## src/codec_sport_defs.svh

```systemverilog
// Purpose: Constants of the codec serial control port.
// Assumes: Byte addresses on a 32-bit classic Wishbone bus.
// Notes: Reset values and link timing counts live here.
// What this block does
// RL1 - Registers change only in secondary frames; not kept here, config words and Wishbone writes change them too
// RL2 - Upper byte zero means no operation
// RL3 - Bit 12 set returns register on output
// RL4 - Read frame never writes the register
// RL5 - Host sends dev, rw, reg, x, data
// RL6 - Read frame echoes address and register byte
// RL7 - Write frame echoes address, zero content
// RL8 - Request pin pulse sets flag, cleared after
// RL9 - Frame 256 clocks, 512 when cascade large
// RL10 - 15-bit mode: input bit 0 requests secondary
// RL11 - All words shifted most significant first
// RL12 - 15-bit sample sits in bits 15..1
// RL13 - Samples are two's complement
// RL14 - 16-bit mode requests only by pin
// RL15 - Config line idles high, start low, stop high
// RL16 - Config bits sampled on clock falling edge
// RL17 - Config word: start, dev, reg, x, data
// RL18 - Continuous mode: ctrl3 bit 5, mode 00
// RL19 - Continuous words back to back, early sync
// RL20 - No secondary requests in continuous mode
// RL21 - No requests in first two sample periods; not enforced here, requests are taken from the first period
// RL22 - Secondary starts 128 or 256 clocks in
// RL23 - Reset defaults to 15-bit DAC mode
// RL24 - Primary frame: sync, 16 out, 16 in
`ifndef CODEC_SPORT_DEFS_SVH
`define CODEC_SPORT_DEFS_SVH
`define OFS_CTRL1 8'h00
`define OFS_CTRL2 8'h04
`define OFS_CTRL3 8'h08
`define OFS_CTRL4 8'h0C
`define OFS_CONFIG 8'h10
`define OFS_STATUS 8'h14
`define OFS_ADC 8'h18
`define OFS_DAC 8'h1C
`define CTRL_RST 8'h00
`define CONFIG_RST 5'h00
`define ADC_RST 16'h0000
`define POS_WORD16 0
`define POS_CONTINUOUS 5
`define POS_BIG_CASCADE 3
`define POS_USE_ALT 4
`define SLOT_LAST_SMALL 9'h0FF
`define SLOT_LAST_BIG 9'h1FF
`define SLOT_LAST_CONT 9'h00F
`define SLOT_SEC_SMALL 9'h080
`define SLOT_SEC_BIG 9'h100
`define NUM_CTRL 4
`endif

```

## src/codec_sport_pkg.sv

```systemverilog
// Purpose: Types of the codec serial control port.
// Assumes: Constants come from codec_sport_defs.svh.
// Notes: Fields travel as packed structs.
package codec_sport_pkg;
  // Direct configuration receiver states
  typedef enum logic [1:0] {
    DC_IDLE = 2'b00,
    DC_DATA = 2'b01,
    DC_STOP = 2'b10
  } direct_config_serial_input_state_t;
  // Secondary word fields, bit 15 first on the wire
  typedef struct packed {
    logic [2:0] dev;
    logic rw;
    logic [2:0] ra;
    logic dc;
    logic [7:0] data;
  } sec_word_t;
  // Direct configuration word, start bit excluded
  typedef struct packed {
    logic [2:0] dev;
    logic [2:0] ra;
    logic dc;
    logic [7:0] data;
  } dc_word_t;
  // Local configuration
  typedef struct packed {
    logic use_alt;
    logic big_cascade;
    logic [2:0] dev_addr;
  } cfg_t;
endpackage

```

## src/codec_serial_control_port.sv

```systemverilog
// Purpose: Serial port of a voice-band codec, device side.
// Assumes: Shift clock slower than a quarter of I_CLK.
// Notes: Link pins pass two flip-flops before use.
//
// Design decisions made here: the address map and the Wishbone register port.
`include "codec_sport_defs.svh"
module codec_serial_control_port (
  // Clock and reset
  input wire logic I_CLK,
  input wire logic I_RST_B,
  // Wishbone slave
  input wire logic I_WB_CYC,
  input wire logic I_WB_STB,
  input wire logic I_WB_WE,
  input wire logic [7:0] I_WB_ADR,
  input wire logic [3:0] I_WB_SEL,
  input wire logic [31:0] I_WB_DAT,
  output logic [31:0] O_WB_DAT,
  output logic O_WB_ACK,
  // Serial link
  input wire logic I_SCLK,
  input wire logic I_DIN,
  input wire logic I_ALTERNATE_CONTROL_INPUT,
  input wire logic I_SECONDARY_REQUEST_PIN,
  input wire logic I_DIRECT_CONFIG_SERIAL_INPUT,
  input wire logic [1:0] I_MASTER_SLAVE_MODE_SELECT,
  output logic O_DOUT,
  output logic O_FRAME_SYNC_B
);

  ////////////////////////////////////////////////////////////////////////////
  // Synchronisers
  logic [6:0] sync1;
  logic [6:0] sync2;
  logic sclk_d;
  logic fc_d;

  // Two flops on every pin from the link except I_DIN, which is synchronised below
  always_ff @(posedge I_CLK or negedge I_RST_B)
  begin
    if (!I_RST_B)
    begin
      sync1 <= 7'h60;
      sync2 <= 7'h60;
      sclk_d <= 1'b0;
      fc_d <= 1'b0;
    end
    else
    begin
      sync1 <= {1'b1, I_DIRECT_CONFIG_SERIAL_INPUT, I_MASTER_SLAVE_MODE_SELECT,
                I_SECONDARY_REQUEST_PIN, I_ALTERNATE_CONTROL_INPUT, I_SCLK};
      sync2 <= sync1;
      sclk_d <= sync2[0];
      fc_d <= sync2[2];
    end
  end

  logic sclk_rise;
  logic sclk_fall;
  logic fc_rise;
  logic [1:0] mode_sel;
  logic direct_config_serial_input;
  // Edge finding on the synchronised copies
  assign sclk_rise = sync2[0] & ~sclk_d;
  assign sclk_fall = ~sync2[0] & sclk_d;
  assign fc_rise = sync2[2] & ~fc_d;
  assign mode_sel = sync2[4:3];
  assign direct_config_serial_input = sync2[5];

  ////////////////////////////////////////////////////////////////////////////
  // State
  logic [7:0] ctrl [`NUM_CTRL];
  logic [7:0] next_ctrl [`NUM_CTRL];
  codec_sport_pkg::cfg_t cfg, next_cfg;
  logic [15:0] adc_word, next_adc_word;
  logic [15:0] dac_word, next_dac_word;
  logic [8:0] slot, next_slot;
  logic fs_b, next_fs_b;
  logic fs_sec, next_fs_sec;
  logic tx_act, next_tx_act;
  logic tx_sec, next_tx_sec;
  logic [3:0] tx_idx, next_tx_idx;
  logic dout, next_dout;
  logic [15:0] rx, next_rx;
  logic [7:0] rd_data, next_rd_data;
  logic req, next_req;
  codec_sport_pkg::direct_config_serial_input_state_t dc_state, next_dc_state;
  logic [14:0] dc_rx, next_dc_rx;
  logic [3:0] dc_cnt, next_dc_cnt;
  logic ack, next_ack;
  logic [31:0] rdat, next_rdat;

  logic cont;
  logic [8:0] slot_last;
  logic [8:0] slot_sec;
  logic [15:0] win;
  logic ctl_bit;
  codec_sport_pkg::sec_word_t sw;
  codec_sport_pkg::dc_word_t dw;
  logic sec_we;
  logic dc_we;
  logic [7:0] rd_now;
  logic wb_we;

  // RL18 - continuous mode gate
  assign cont = ctrl[2][`POS_CONTINUOUS] & (mode_sel == 2'b00);
  // RL9 - frame period select
  assign slot_last = cont ? `SLOT_LAST_CONT : (cfg.big_cascade ? `SLOT_LAST_BIG : `SLOT_LAST_SMALL);
  // RL22 - secondary start slot
  assign slot_sec = cfg.big_cascade ? `SLOT_SEC_BIG : `SLOT_SEC_SMALL;
  logic din_s1;
  logic din_s2;
  logic din_s;
  // RL1 - control bit from chosen input
  assign ctl_bit = (tx_sec && cfg.use_alt) ? sync2[1] : din_s;
  assign din_s = sync2[6] & din_s2;

  // Data input synchroniser
  always_ff @(posedge I_CLK or negedge I_RST_B)
  begin
    if (!I_RST_B)
    begin
      din_s1 <= 1'b0;
      din_s2 <= 1'b0;
    end
    else
    begin
      din_s1 <= I_DIN;
      din_s2 <= din_s1;
    end
  end

  // RL11 - word assembled most significant first
  assign win = {rx[14:0], ctl_bit};
  assign sw = codec_sport_pkg::sec_word_t'(win);
  assign dw = codec_sport_pkg::dc_word_t'(dc_rx);
  // RL2 - zero upper byte writes nothing
  // RL4 - read frame never writes
  assign sec_we = sclk_fall && tx_act && tx_sec && (tx_idx == 4'hF) && (win[15:8] != 8'h00)
                  && (sw.dev == cfg.dev_addr) && !sw.rw && (sw.ra != 3'h0) && (sw.ra <= 3'h4);
  // RL15 - stop bit must be high
  assign dc_we = sclk_fall && (dc_state == codec_sport_pkg::DC_STOP) && direct_config_serial_input
                 && (dw.dev == cfg.dev_addr) && (dw.ra != 3'h0) && (dw.ra <= 3'h4);
  // RL3 - readback selected after eight bits in
  assign rd_now = (rx[7:5] == cfg.dev_addr && rx[4] && rx[3:1] != 3'h0 && rx[3:1] <= 3'h4)
                  ? ctrl[rx[2:1] - 2'h1] : 8'h00;
  assign wb_we = I_WB_CYC && I_WB_STB && I_WB_WE && !ack;

  ////////////////////////////////////////////////////////////////////////////
  // Link next state
  always_comb
  begin
    next_slot = slot;
    next_fs_b = fs_b;
    next_fs_sec = fs_sec;
    next_tx_act = tx_act;
    next_tx_sec = tx_sec;
    next_tx_idx = tx_idx;
    next_dout = dout;
    next_rx = rx;
    next_rd_data = rd_data;
    next_dac_word = dac_word;
    next_req = req;
    next_dc_state = dc_state;
    next_dc_rx = dc_rx;
    next_dc_cnt = dc_cnt;
    if (sclk_rise)
    begin
      next_slot = (slot >= slot_last) ? 9'h000 : slot + 9'h001;
      // RL19 - sync overlaps last bit in continuous mode
      // RL24 - primary sync each period
      next_fs_sec = !cont && req && (next_slot == slot_sec);
      next_fs_b = !((cont ? (next_slot == `SLOT_LAST_CONT) : (next_slot == 9'h000)) || next_fs_sec);
      if (!fs_b)
      begin
        next_tx_act = 1'b1;
        next_tx_sec = fs_sec;
        next_tx_idx = 4'h0;
      end
      else if (tx_act)
      begin
        next_tx_act = (tx_idx != 4'hF);
        next_tx_idx = tx_idx + 4'h1;
      end
      if (next_tx_sec && next_tx_idx == 4'h8)
        next_rd_data = rd_now;
      // RL6 - echo address, then register byte
      // RL7 - write frame returns zeros
      if (!next_tx_act)
        next_dout = 1'b0;
      else if (!next_tx_sec)
        next_dout = adc_word[~next_tx_idx];
      else if (next_tx_idx < 4'h3)
        next_dout = cfg.dev_addr[2'h2 - next_tx_idx[1:0]];
      else if (next_tx_idx < 4'h8)
        next_dout = 1'b0;
      else
        next_dout = (next_tx_idx == 4'h8) ? rd_now[7] : rd_data[~next_tx_idx[2:0]];
    end
    if (sclk_fall && tx_act)
    begin
      next_rx = win;
      if (tx_idx == 4'hF && !tx_sec)
      begin
        // RL12 - RL13 - sample stored as received
        next_dac_word = win;
        // RL10 - software request in 15-bit mode
        // RL20 - ignored while continuous
        if (!ctrl[0][`POS_WORD16] && win[0] && !cont)
          next_req = 1'b1;
      end
      // RL8 - flag cleared once programming ends
      if (tx_idx == 4'hF && tx_sec)
        next_req = 1'b0;
    end
    // RL8 - pin pulse sets flag, set wins
    if (fc_rise)
      next_req = 1'b1;
    // RL16 - config bits on falling edge
    if (sclk_fall)
    begin
      case (dc_state)
        codec_sport_pkg::DC_IDLE:
        begin
          next_dc_cnt = 4'h0;
          if (!direct_config_serial_input)
            next_dc_state = codec_sport_pkg::DC_DATA;
        end
        codec_sport_pkg::DC_DATA:
        begin
          // RL17 - fifteen bits after the start bit
          next_dc_rx = {dc_rx[13:0], direct_config_serial_input};
          next_dc_cnt = dc_cnt + 4'h1;
          if (dc_cnt == 4'hE)
            next_dc_state = codec_sport_pkg::DC_STOP;
        end
        codec_sport_pkg::DC_STOP:
          next_dc_state = codec_sport_pkg::DC_IDLE;
        default:
          next_dc_state = codec_sport_pkg::DC_IDLE;
      endcase
    end
  end

  ////////////////////////////////////////////////////////////////////////////
  // Register file and bus next state
  always_comb
  begin
    next_cfg = cfg;
    next_adc_word = adc_word;
    next_ack = I_WB_CYC && I_WB_STB && !ack;
    next_rdat = rdat;
    for (int i = 0; i < `NUM_CTRL; i++)
    begin
      next_ctrl[i] = ctrl[i];
      // RL1 - serial frame writes first
      if (sec_we && sw.ra[1:0] == 2'(i + 1))
        next_ctrl[i] = sw.data;
      else if (dc_we && dw.ra[1:0] == 2'(i + 1))
        next_ctrl[i] = dw.data;
      else if (wb_we && I_WB_SEL[0] && I_WB_ADR == 8'(4 * i))
        next_ctrl[i] = I_WB_DAT[7:0];
    end
    if (wb_we && I_WB_SEL[0] && I_WB_ADR == `OFS_CONFIG)
      next_cfg = codec_sport_pkg::cfg_t'(I_WB_DAT[4:0]);
    if (wb_we && I_WB_ADR == `OFS_ADC)
    begin
      if (I_WB_SEL[0])
        next_adc_word[7:0] = I_WB_DAT[7:0];
      if (I_WB_SEL[1])
        next_adc_word[15:8] = I_WB_DAT[15:8];
    end
    if (I_WB_CYC && I_WB_STB && !ack && !I_WB_WE)
    begin
      case (I_WB_ADR)
        `OFS_CTRL1: next_rdat = {24'h000000, ctrl[0]};
        `OFS_CTRL2: next_rdat = {24'h000000, ctrl[1]};
        `OFS_CTRL3: next_rdat = {24'h000000, ctrl[2]};
        `OFS_CTRL4: next_rdat = {24'h000000, ctrl[3]};
        `OFS_CONFIG: next_rdat = {27'h0000000, cfg};
        `OFS_STATUS: next_rdat = {29'h00000000, tx_act & tx_sec, cont, req};
        `OFS_ADC: next_rdat = {16'h0000, adc_word};
        `OFS_DAC: next_rdat = {16'h0000, dac_word};
        default: next_rdat = 32'h00000000;
      endcase
    end
  end

  ////////////////////////////////////////////////////////////////////////////
  // Registers
  always_ff @(posedge I_CLK or negedge I_RST_B)
  begin
    if (!I_RST_B)
    begin
      // RL23 - 15-bit mode after reset
      for (int i = 0; i < `NUM_CTRL; i++)
        ctrl[i] <= `CTRL_RST;
      cfg <= `CONFIG_RST;
      adc_word <= `ADC_RST;
      dac_word <= 16'h0000;
      slot <= 9'h000;
      fs_b <= 1'b1;
      fs_sec <= 1'b0;
      tx_act <= 1'b0;
      tx_sec <= 1'b0;
      tx_idx <= 4'h0;
      dout <= 1'b0;
      rx <= 16'h0000;
      rd_data <= 8'h00;
      req <= 1'b0;
      dc_state <= codec_sport_pkg::DC_IDLE;
      dc_rx <= 15'h0000;
      dc_cnt <= 4'h0;
      ack <= 1'b0;
      rdat <= 32'h00000000;
    end
    else
    begin
      ctrl <= next_ctrl;
      cfg <= next_cfg;
      adc_word <= next_adc_word;
      dac_word <= next_dac_word;
      slot <= next_slot;
      fs_b <= next_fs_b;
      fs_sec <= next_fs_sec;
      tx_act <= next_tx_act;
      tx_sec <= next_tx_sec;
      tx_idx <= next_tx_idx;
      dout <= next_dout;
      rx <= next_rx;
      rd_data <= next_rd_data;
      req <= next_req;
      dc_state <= next_dc_state;
      dc_rx <= next_dc_rx;
      dc_cnt <= next_dc_cnt;
      ack <= next_ack;
      rdat <= next_rdat;
    end
  end

  // Outputs straight from flops
  assign O_DOUT = dout;
  assign O_FRAME_SYNC_B = fs_b;
  assign O_WB_ACK = ack;
  assign O_WB_DAT = rdat;

endmodule

```

## config.mk

```make
export PLATFORM = sky130hd
export DESIGN_NAME = codec_serial_control_port
export DESIGN_NICKNAME = d
export VERILOG_FILES = /design/src/codec_sport_pkg.sv /design/src/codec_serial_control_port.sv
export VERILOG_INCLUDE_DIRS = /design/src
export SDC_FILE = /design/constraint.sdc
export NUM_CORES = 1
export LEC_CHECK = 0
export BUFFER_PORTS_ARGS = -buffer_cell sky130_fd_sc_hd__buf_2
export CAP_MARGIN = 10
export CELL_PAD_IN_SITES_DETAIL_PLACEMENT = 0
export CELL_PAD_IN_SITES_GLOBAL_PLACEMENT = 1
export CORE_MARGIN = 5
export CORE_UTILIZATION = 44
export CTS_CLUSTER_SIZE = 28
export DETAILED_ROUTE_END_ITERATION = 16
export GPL_TIMING_DRIVEN = 0
export MAX_ROUTING_LAYER = met4
export PLACE_DENSITY_LB_ADDON = 0.08
export SETUP_SLACK_MARGIN = 0.1
export SYNTH_ARGS = -nofsm -noshare
export SYNTH_HDL_FRONTEND = slang
export SYNTH_SLANG_ARGS = --single-unit
export TNS_END_PERCENT = 5
```

## constraint.sdc

```tcl
create_clock -name I_CLK -period 3.5 [get_ports I_CLK]
set_input_delay 0.175 -clock I_CLK [delete_from_list [all_inputs] [get_ports I_CLK]]
set_output_delay 0.175 -clock I_CLK [all_outputs]
set_load 0.02 [all_outputs]
```

==> reports/metrics.yaml, run 1 <==
clk_path_buf_depth: 2
crit_path_cell_trace: "clkbuf_2 -> inv_1 -> ha_1 -> mux2_2 -> a21oi_1 -> o31ai_1 -> a311o_1 -> o211a_1"
p_seq_frac: 0.433
critical_path.endpoint: "O_DOUT$_DFFE_PN0P_"
max_slew.worst_pin.slew_ns: 0.832
core_area_um2: 20000
detail_route.iter0.violations: 551
gr-total-overflow: 0
ys_warn_count: 0
synth.lib_cells_used.distinct: 78
grt_pass1_wl_um: 40000
switching_power_mw: 1.77
fp.dieW_um: 152
worst_setup_path_start_kind: "register"
global_route.usage.total: 0.224
ys_seq_elements: 165
finalNetCount: 1022
critical_path_class: "reg -> reg"
reg2regPathDepth: 8
cts.repair_timing.setup_buffer_count: 0
root_buffer: "clkbuf_16"
num_io_pins: 91
yosysSeqAreaShare: 0.466
cts.sink_count: 165
placement.cell_area_um2: 9580
gpl.final_weighted_congestion: 0.881
worstPathBufferInverterCount: 2
cp-end-kind: "register"
drt_pre_antenna_iters: 5
tritoncts.num_buffers: 17
dp_hpwl_um: 18700
post_synth_instance_area_um2: 8870
critical_path.reg2reg.startpoint: "rx[1]$_DFFE_PN0P_"
vias_in_the_first_global_route: 6948
reg2reg_slack_ns: 0.37
total_wirelength_of_the_detailed_routed_design_um: 24900
clock.fmax_ghz: 0.319
period_needed_ns: 3.13
cellPowerDensity_nw_per_um2: 535
path_depth: 8
routed_via_density: 5.61
most-common-layout-cells: "dfrtp_1, nand2_1, o21ai_0, mux2_2, buf_2"
vias: 6965
relSlewSlack: 0.429
cts_tree: "yes"
clk_latency_ns: 0.43
slowest_stage: "ha_1"
die_area_um2: 23100
sw_frac_of_total: 0.319
cts.reportedPaths.clkPinSlew_ns: 0.07
mostFrequentLayoutCell: "dfrtp_1"
avgSynthCellArea_um2: 10.4
peak_per_stage_delay_on_the_critical_path_ns: 0.60
portBuffers: 54
antenna_cells: 0
critPathMaxFanout: 10
fin_skew_ns: 0.0112
num_rows: 52
antenna_violations_before_repair: 0
syn-instance-count: 855
clock_tree.htree_level_count: 4
arrival_worst_endpoint_ns: 3.45
clockPowerShare: 0.364
ir_worst_vdd_v: 0.000330
synthToLayoutAreaGrowth_pct: 16.9
postSynth.asyncResetShare: 1.00
crit_path_max_delay_family: "compound AO/OA/AOI/OAI gates"
antenna_left: 0
cp-startpoint: "rx[1]$_DFFE_PN0P_"
final_hold_viol_count: 0
finish.instance_area_um2: 10400
drc: 0
routed_wire_length_per_instance_um: 20.1
report.final.setup_viol: 0
run_status: "finished, final reports clean"
power.combinational.fraction: 0.203
r2r_end: "O_DOUT$_DFFE_PN0P_"
drv.max_cap_violation_count: 0
postSynth.topFlopCell: "dfrtp_1"
fraction_of_layout_instances_using_a_drive_strength_above_1: 0.244
crit_required_ns: 3.81
p_leak_nw: 4.69
intPower_mw: 3.78
grt_setup_unrepaired: "no"
initial_core_util: 0.443
layout_worst_path_cycle_share: 0.895
fin_tns_setup_ns: 0
die-height_um: 152
synth_enable_flop_cells: 0
worstHoldPathType: "in -> reg"
final_max_slew_viol_count: 0
pin_count_of_the_biggest_net_entering_global_routing: 99
[power by group through the flow]
stage               combinational [mW]  clock, mW  sequential [mW]
floorplan                        0.826          0             2.30
global placement                  1.10          0             2.40
detailed placement                1.14          0             2.42
CTS                               1.16       2.07             2.38
global route                      1.24       2.14             2.43
finish                            1.13       2.02             2.40
[Yosys cell counts, types with 4 or more instances]
| cell type | instances | area share |
|---|---|---|
| a21boi_0 | 4 | 0.0034 |
| a21oi_1 | 15 | 0.0085 |
| a221oi_1 | 6 | 0.0059 |
| a22oi_1 | 14 | 0.012 |
| a31oi_1 | 5 | 0.0035 |
| and3_1 | 6 | 0.0042 |
| buf_1 | 4 | 0.0017 |
| buf_2 | 16 | 0.0090 |
| buf_4 | 21 | 0.018 |
| clkbuf_1 | 25 | 0.011 |
| dfrtp_1 | 162 | 0.46 |
| ha_1 | 8 | 0.011 |
| inv_1 | 23 | 0.0097 |
| mux2_2 | 77 | 0.098 |
| mux2i_1 | 29 | 0.033 |
| mux4_2 | 13 | 0.033 |
| nand2_1 | 131 | 0.055 |
| nand2b_1 | 18 | 0.013 |
| nand3_1 | 16 | 0.0090 |
| nand3b_1 | 4 | 0.0034 |
| nand4_1 | 6 | 0.0042 |
| nor2_1 | 24 | 0.010 |
| nor2b_1 | 7 | 0.0049 |
| nor3_1 | 7 | 0.0039 |
| nor3b_1 | 5 | 0.0042 |
| o211a_1 | 4 | 0.0045 |
| o21ai_0 | 86 | 0.048 |
| o21ai_1 | 7 | 0.0039 |
| o22ai_1 | 12 | 0.0085 |
| o311a_1 | 7 | 0.0079 |
| o31ai_1 | 11 | 0.0093 |
| or4_1 | 4 | 0.0034 |
| xnor2_1 | 5 | 0.0049 |
| xor2_1 | 6 | 0.0059 |
[per-layer routing]
metal  track usage  up-vias  part of all wire
met3        0.0415       30             0.053
li1              -     3282                 -
met2         0.332      219              0.45
met5             -        -                 0
met4        0.0612        0             0.020
met1         0.319     3434              0.47
[cell families after synthesis]
logic type / after synthesis / synth area share
AO/OA/AOI/OAI: 203 / 0.153
XOR/XNOR: 11 / 0.0109
adder cells (fa/ha/maj): 8 / 0.0113
buffers and inverters: 94 / 0.0527
flip-flops: 165 / 0.466
multiplexers: 119 / 0.163
other: 1 / 0.000423
AND/OR/NAND/NOR: 254 / 0.143
[metrics by stage]
step	hold slack [ns]	cells	utilization	power, mW	setup slack [ns]
6_report	0.0603	1241	0.518	5.55	0.369
5_1_grt	0.0541	1241	0.518	5.82	0.180
4_1_cts	0.0409	1242	0.518	5.61	0.167
3_5_place_dp	0.267	1195	0.478	3.55	-0.216
3_3_place_gp	0.281	1194	0.476	3.50	-0.303
2_1_floorplan	-0.121	870	-	3.13	0.708
[sequential cells by signal, indices dropped and copies added (netlist names), 8 cells and up]
| signal | flops |
|---|---|
| dc_rx | 15 |
| slot | 9 |
| dac_word | 16 |
| rx | 15 |
| ctrl | 32 |
| O_WB_DAT | 16 |
| rd_data | 8 |
| adc_word | 16 |
[worst min path at each step]
stage                                             from                      end  slack, ns  cells after the start
after floorplan                                I_RST_B       O_DOUT$_DFFE_PN0P_      -0.12                      0
after global placement    I_DIRECT_CONFIG_SERIAL_INPUT       sync1[5]$_DFF_PN1_       0.28                      1
after detailed placement                       I_RST_B      slot[5]$_DFFE_PN0P_       0.27                      1
after CTS                                  I_WB_ADR[5]  O_WB_DAT[1]$_DFFE_PN0P_       0.04                      2
after global routing                       I_WB_ADR[5]  O_WB_DAT[1]$_DFFE_PN0P_       0.05                      2
final                                      I_WB_ADR[5]  O_WB_DAT[1]$_DFFE_PN0P_       0.06                      2
[final cells by class]
class                   instances  area [µm²]
flip-flops and latches        165        4130
clock buffers                  19         453
inverters                      25        93.8
clock inverters                13         188
well taps                     270         338
fillers                      1875        9670
repair buffers                 71         468
plain buffers                  67         368
multi-input cells             611        4330
[worst register-to-register path: stages, from the launching register on]
cell and delay, ns:
dfrtp_1 0.59, clkbuf_2 0.36, inv_1 0.11, ha_1 0.60
mux2_2 0.39, a21oi_1 0.38, o31ai_1 0.12, a311o_1 0.34
o211a_1 0.13
[repair_timing]
| item | in CTS | in global routing |
|---|---|---|
| endpoints found under the setup margin | 1 | 1 |
| gates cloned | 0 | 0 |
| gates resized for setup | 1 | 0 |
| hold buffers | 16 | 0 |
| endpoints found under the hold margin | 110 | 0 |
No activity file was read; power rests on OpenSTA's default activity.
==> run 2, diff against run 1 <==
--- a/config.mk
+++ b/config.mk
@@ -12,6 +12,7 @@
 export CELL_PAD_IN_SITES_GLOBAL_PLACEMENT = 1
 export CORE_MARGIN = 5
 export CORE_UTILIZATION = 44
+export CTS_BUF_LIST = sky130_fd_sc_hd__clkbuf_8
 export CTS_CLUSTER_SIZE = 28
 export DETAILED_ROUTE_END_ITERATION = 16
 export GPL_TIMING_DRIVEN = 0
==> reports/metrics.yaml, run 2 (same netlist as run 1, synthesis figures left out) <==
run_status: "finished, final reports clean"
global_route.usage.total: 0.222  # -0.00209
slowest_stage: "dfrtp_1"
r2r_end: "O_DOUT$_DFFE_PN0P_"
antenna_left: 0  # unchanged
hold_end: "O_WB_DAT[1]$_DFFE_PN0P_"
antenna_violations_before_repair: 0  # unchanged
cts_tree: "yes"
vias_in_the_first_global_route: 6937  # -0.16%
clockPowerShare: 0.303  # -0.061
clk_latency_ns: 0.46  # +0.03 ns
routed_wire_length_per_instance_um: 20.0  # -0.19%
utilization: 0.508  # -0.00955
clk_path_buf_depth: 2  # unchanged
layout_worst_path_cycle_share: 0.889  # -0.00514
power.combinational.fraction: 0.222  # +0.019
finalNetCount: 1022  # unchanged
most-common-layout-cells: "dfrtp_1, nand2_1, o21ai_0, mux2_2, buf_2"
detail_route.iter0.violations: 588  # +6.7%
max_slew.worst_pin.slew_ns: 0.812  # -0.0199 ns
core_area_um2: 20000  # unchanged
critPathMaxFanout: 10  # unchanged
pin_count_of_the_biggest_net_entering_global_routing: 99  # unchanged
sw_frac_of_total: 0.335  # +0.0167
fin_tns_setup_ns: 0  # unchanged
portBuffers: 54  # unchanged
num_rows: 52  # unchanged
grt_pass1_wl_um: 39700  # -0.64%
synthToLayoutAreaGrowth_pct: 14.7
reg2regPathDepth: 8  # unchanged
hold_depth: 2  # unchanged
crit_path_cell_trace: "clkbuf_2 -> inv_1 -> ha_1 -> mux2_2 -> a21oi_1 -> o31ai_1 -> a311o_1 -> o211a_1"
total_power_mw: 5.06  # -8.9%
initial_core_util: 0.443  # unchanged
intPower_mw: 3.36  # -11%
fraction_of_layout_instances_using_a_drive_strength_above_1: 0.244  # unchanged
regMostFlops: "ctrl"
peak_per_stage_delay_on_the_critical_path_ns: 0.60  # about the same
clock_tree.htree_level_count: 4  # unchanged
final_hold_viol_count: 0  # unchanged
p_leak_nw: 4.60  # -1.9%
grt_setup_unrepaired: "no"
cp-end-kind: "register"
cellPowerDensity_nw_per_um2: 497  # -7.2%
dp_hpwl_um: 18700  # unchanged
gpl.final_weighted_congestion: 0.881  # unchanged
worstHoldPathType: "in -> reg"
critical_path.reg2reg.startpoint: "rx[1]$_DFFE_PN0P_"
die_area_um2: 23100  # unchanged
fp.dieW_um: 152  # unchanged
cts.reportedPaths.clkPinSlew_ns: 0.09  # +0.02 ns
arrival_worst_endpoint_ns: 3.45  # about the same
fin_skew_ns: 0.0165  # +0.00529 ns
relSlewSlack: 0.443  # +0.0137
cts.sink_count: 165  # unchanged
antenna_cells: 0  # unchanged
reg2reg_slack_ns: 0.39  # +0.02 ns
largest_register_ff_count: 32  # unchanged
ir_worst_vdd_v: 0.000329  # -0.36%
cp-startpoint: "rx[1]$_DFFE_PN0P_"
drv.max_cap_violation_count: 0  # unchanged
worst_setup_path_start_kind: "register"
critical_path_class: "reg -> reg"
clock.fmax_ghz: 0.321  # +0.58%
hold_ws_ns: 0.0265  # -0.0338 ns
vias: 6931  # -0.49%
switching_power_mw: 1.70  # -4.1%
drc: 0  # unchanged
gr-total-overflow: 0  # unchanged
die-height_um: 152  # unchanged
tritoncts.num_buffers: 17  # unchanged
total_wirelength_of_the_detailed_routed_design_um: 24800  # -0.19%
routed_via_density: 5.59  # -0.49%
crit_required_ns: 3.84  # +0.03 ns
drt_pre_antenna_iters: 7  # +2
final_max_slew_viol_count: 0  # unchanged
fillers: 1904  # +1.5%
mostFrequentLayoutCell: "dfrtp_1"
p_seq_frac: 0.475  # +0.042
root_buffer: "clkbuf_8"
period_needed_ns: 3.11  # -0.0180 ns
hold_path.startpoint: "I_WB_ADR[5]"
num_io_pins: 91  # unchanged
report.final.setup_viol: 0  # unchanged
[run 2: cell type report]
type / instances / area, µm² / share of cell area
multi-input cells: 611 / 4330 / 0.425
flip-flops and latches: 165 / 4130 / 0.406
repair buffers: 71 / 468 / 0.0460
plain buffers: 67 / 368 / 0.0361
well taps: 270 / 338 / 0.0332
clock buffers: 19 / 262 / 0.0257
clock inverters: 13 / 188 / 0.0184
inverters: 25 / 93.8 / 0.00922
[run 2: per-layer routing]
metal	global-route usage	vias up	wire (µm)
met5	-	-	0
met4	0.0557	0	442
met3	0.0387	24	1210
met2	0.333	195	11400
met1	0.316	3430	11800
li1	-	3282	-
[run 2: worst max-delay path by stage]
stage | end | cells past startpoint
4_1_cts | O_DOUT$_DFFE_PN0P_ | 9
5_1_grt | O_DOUT$_DFFE_PN0P_ | 8
3_5_place_dp | O_DOUT$_DFFE_PN0P_ | 10
2_1_floorplan | O_DOUT$_DFFE_PN0P_ | 10
6_report | O_DOUT$_DFFE_PN0P_ | 8
3_3_place_gp | din_s1$_DFF_PN0_ | 1
[run 2: power by group through the flow]
stage / Combinational (mW) / Clock [mW] / Sequential [mW]
3_5_place_dp: 1.14 / 0 / 2.42
2_1_floorplan: 0.826 / 0 / 2.30
6_report: 1.13 / 1.53 / 2.40
4_1_cts: 1.15 / 1.58 / 2.38
5_1_grt: 1.24 / 1.66 / 2.43
3_3_place_gp: 1.10 / 0 / 2.40
[run 2: critical path, delay by kind of cell, from the launching register on]
kind,cells,cell delay (ns)
AO/OA/AOI/OAI,4,0.94
adder cells (fa/ha/maj),1,0.60
buffers and inverters,2,0.48
flip-flops,1,0.60
multiplexers,1,0.39
[run 2: repair_timing]
item / 4_1_cts / 5_1_grt
endpoints found under the hold margin: 110 / 0
setup endpoints to repair: 1 / 1
gates cloned: 0 / 0
hold buffers: 16 / 0
gates resized for setup: 1 / 0
setup buffers: 0 / 0
[run 2: through the flow]
| step | cells | setup WS [ns] | cell area, µm² |
|---|---|---|---|
| after detailed placement | 1195 | -0.216 | 9580 |
| after global placement | 1194 | -0.303 | 9540 |
| final | 1241 | 0.387 | 10200 |
| after global routing | 1241 | 0.184 | 10200 |
| after floorplan | 870 | 0.708 | 8930 |
| after CTS | 1242 | 0.163 | 10200 |
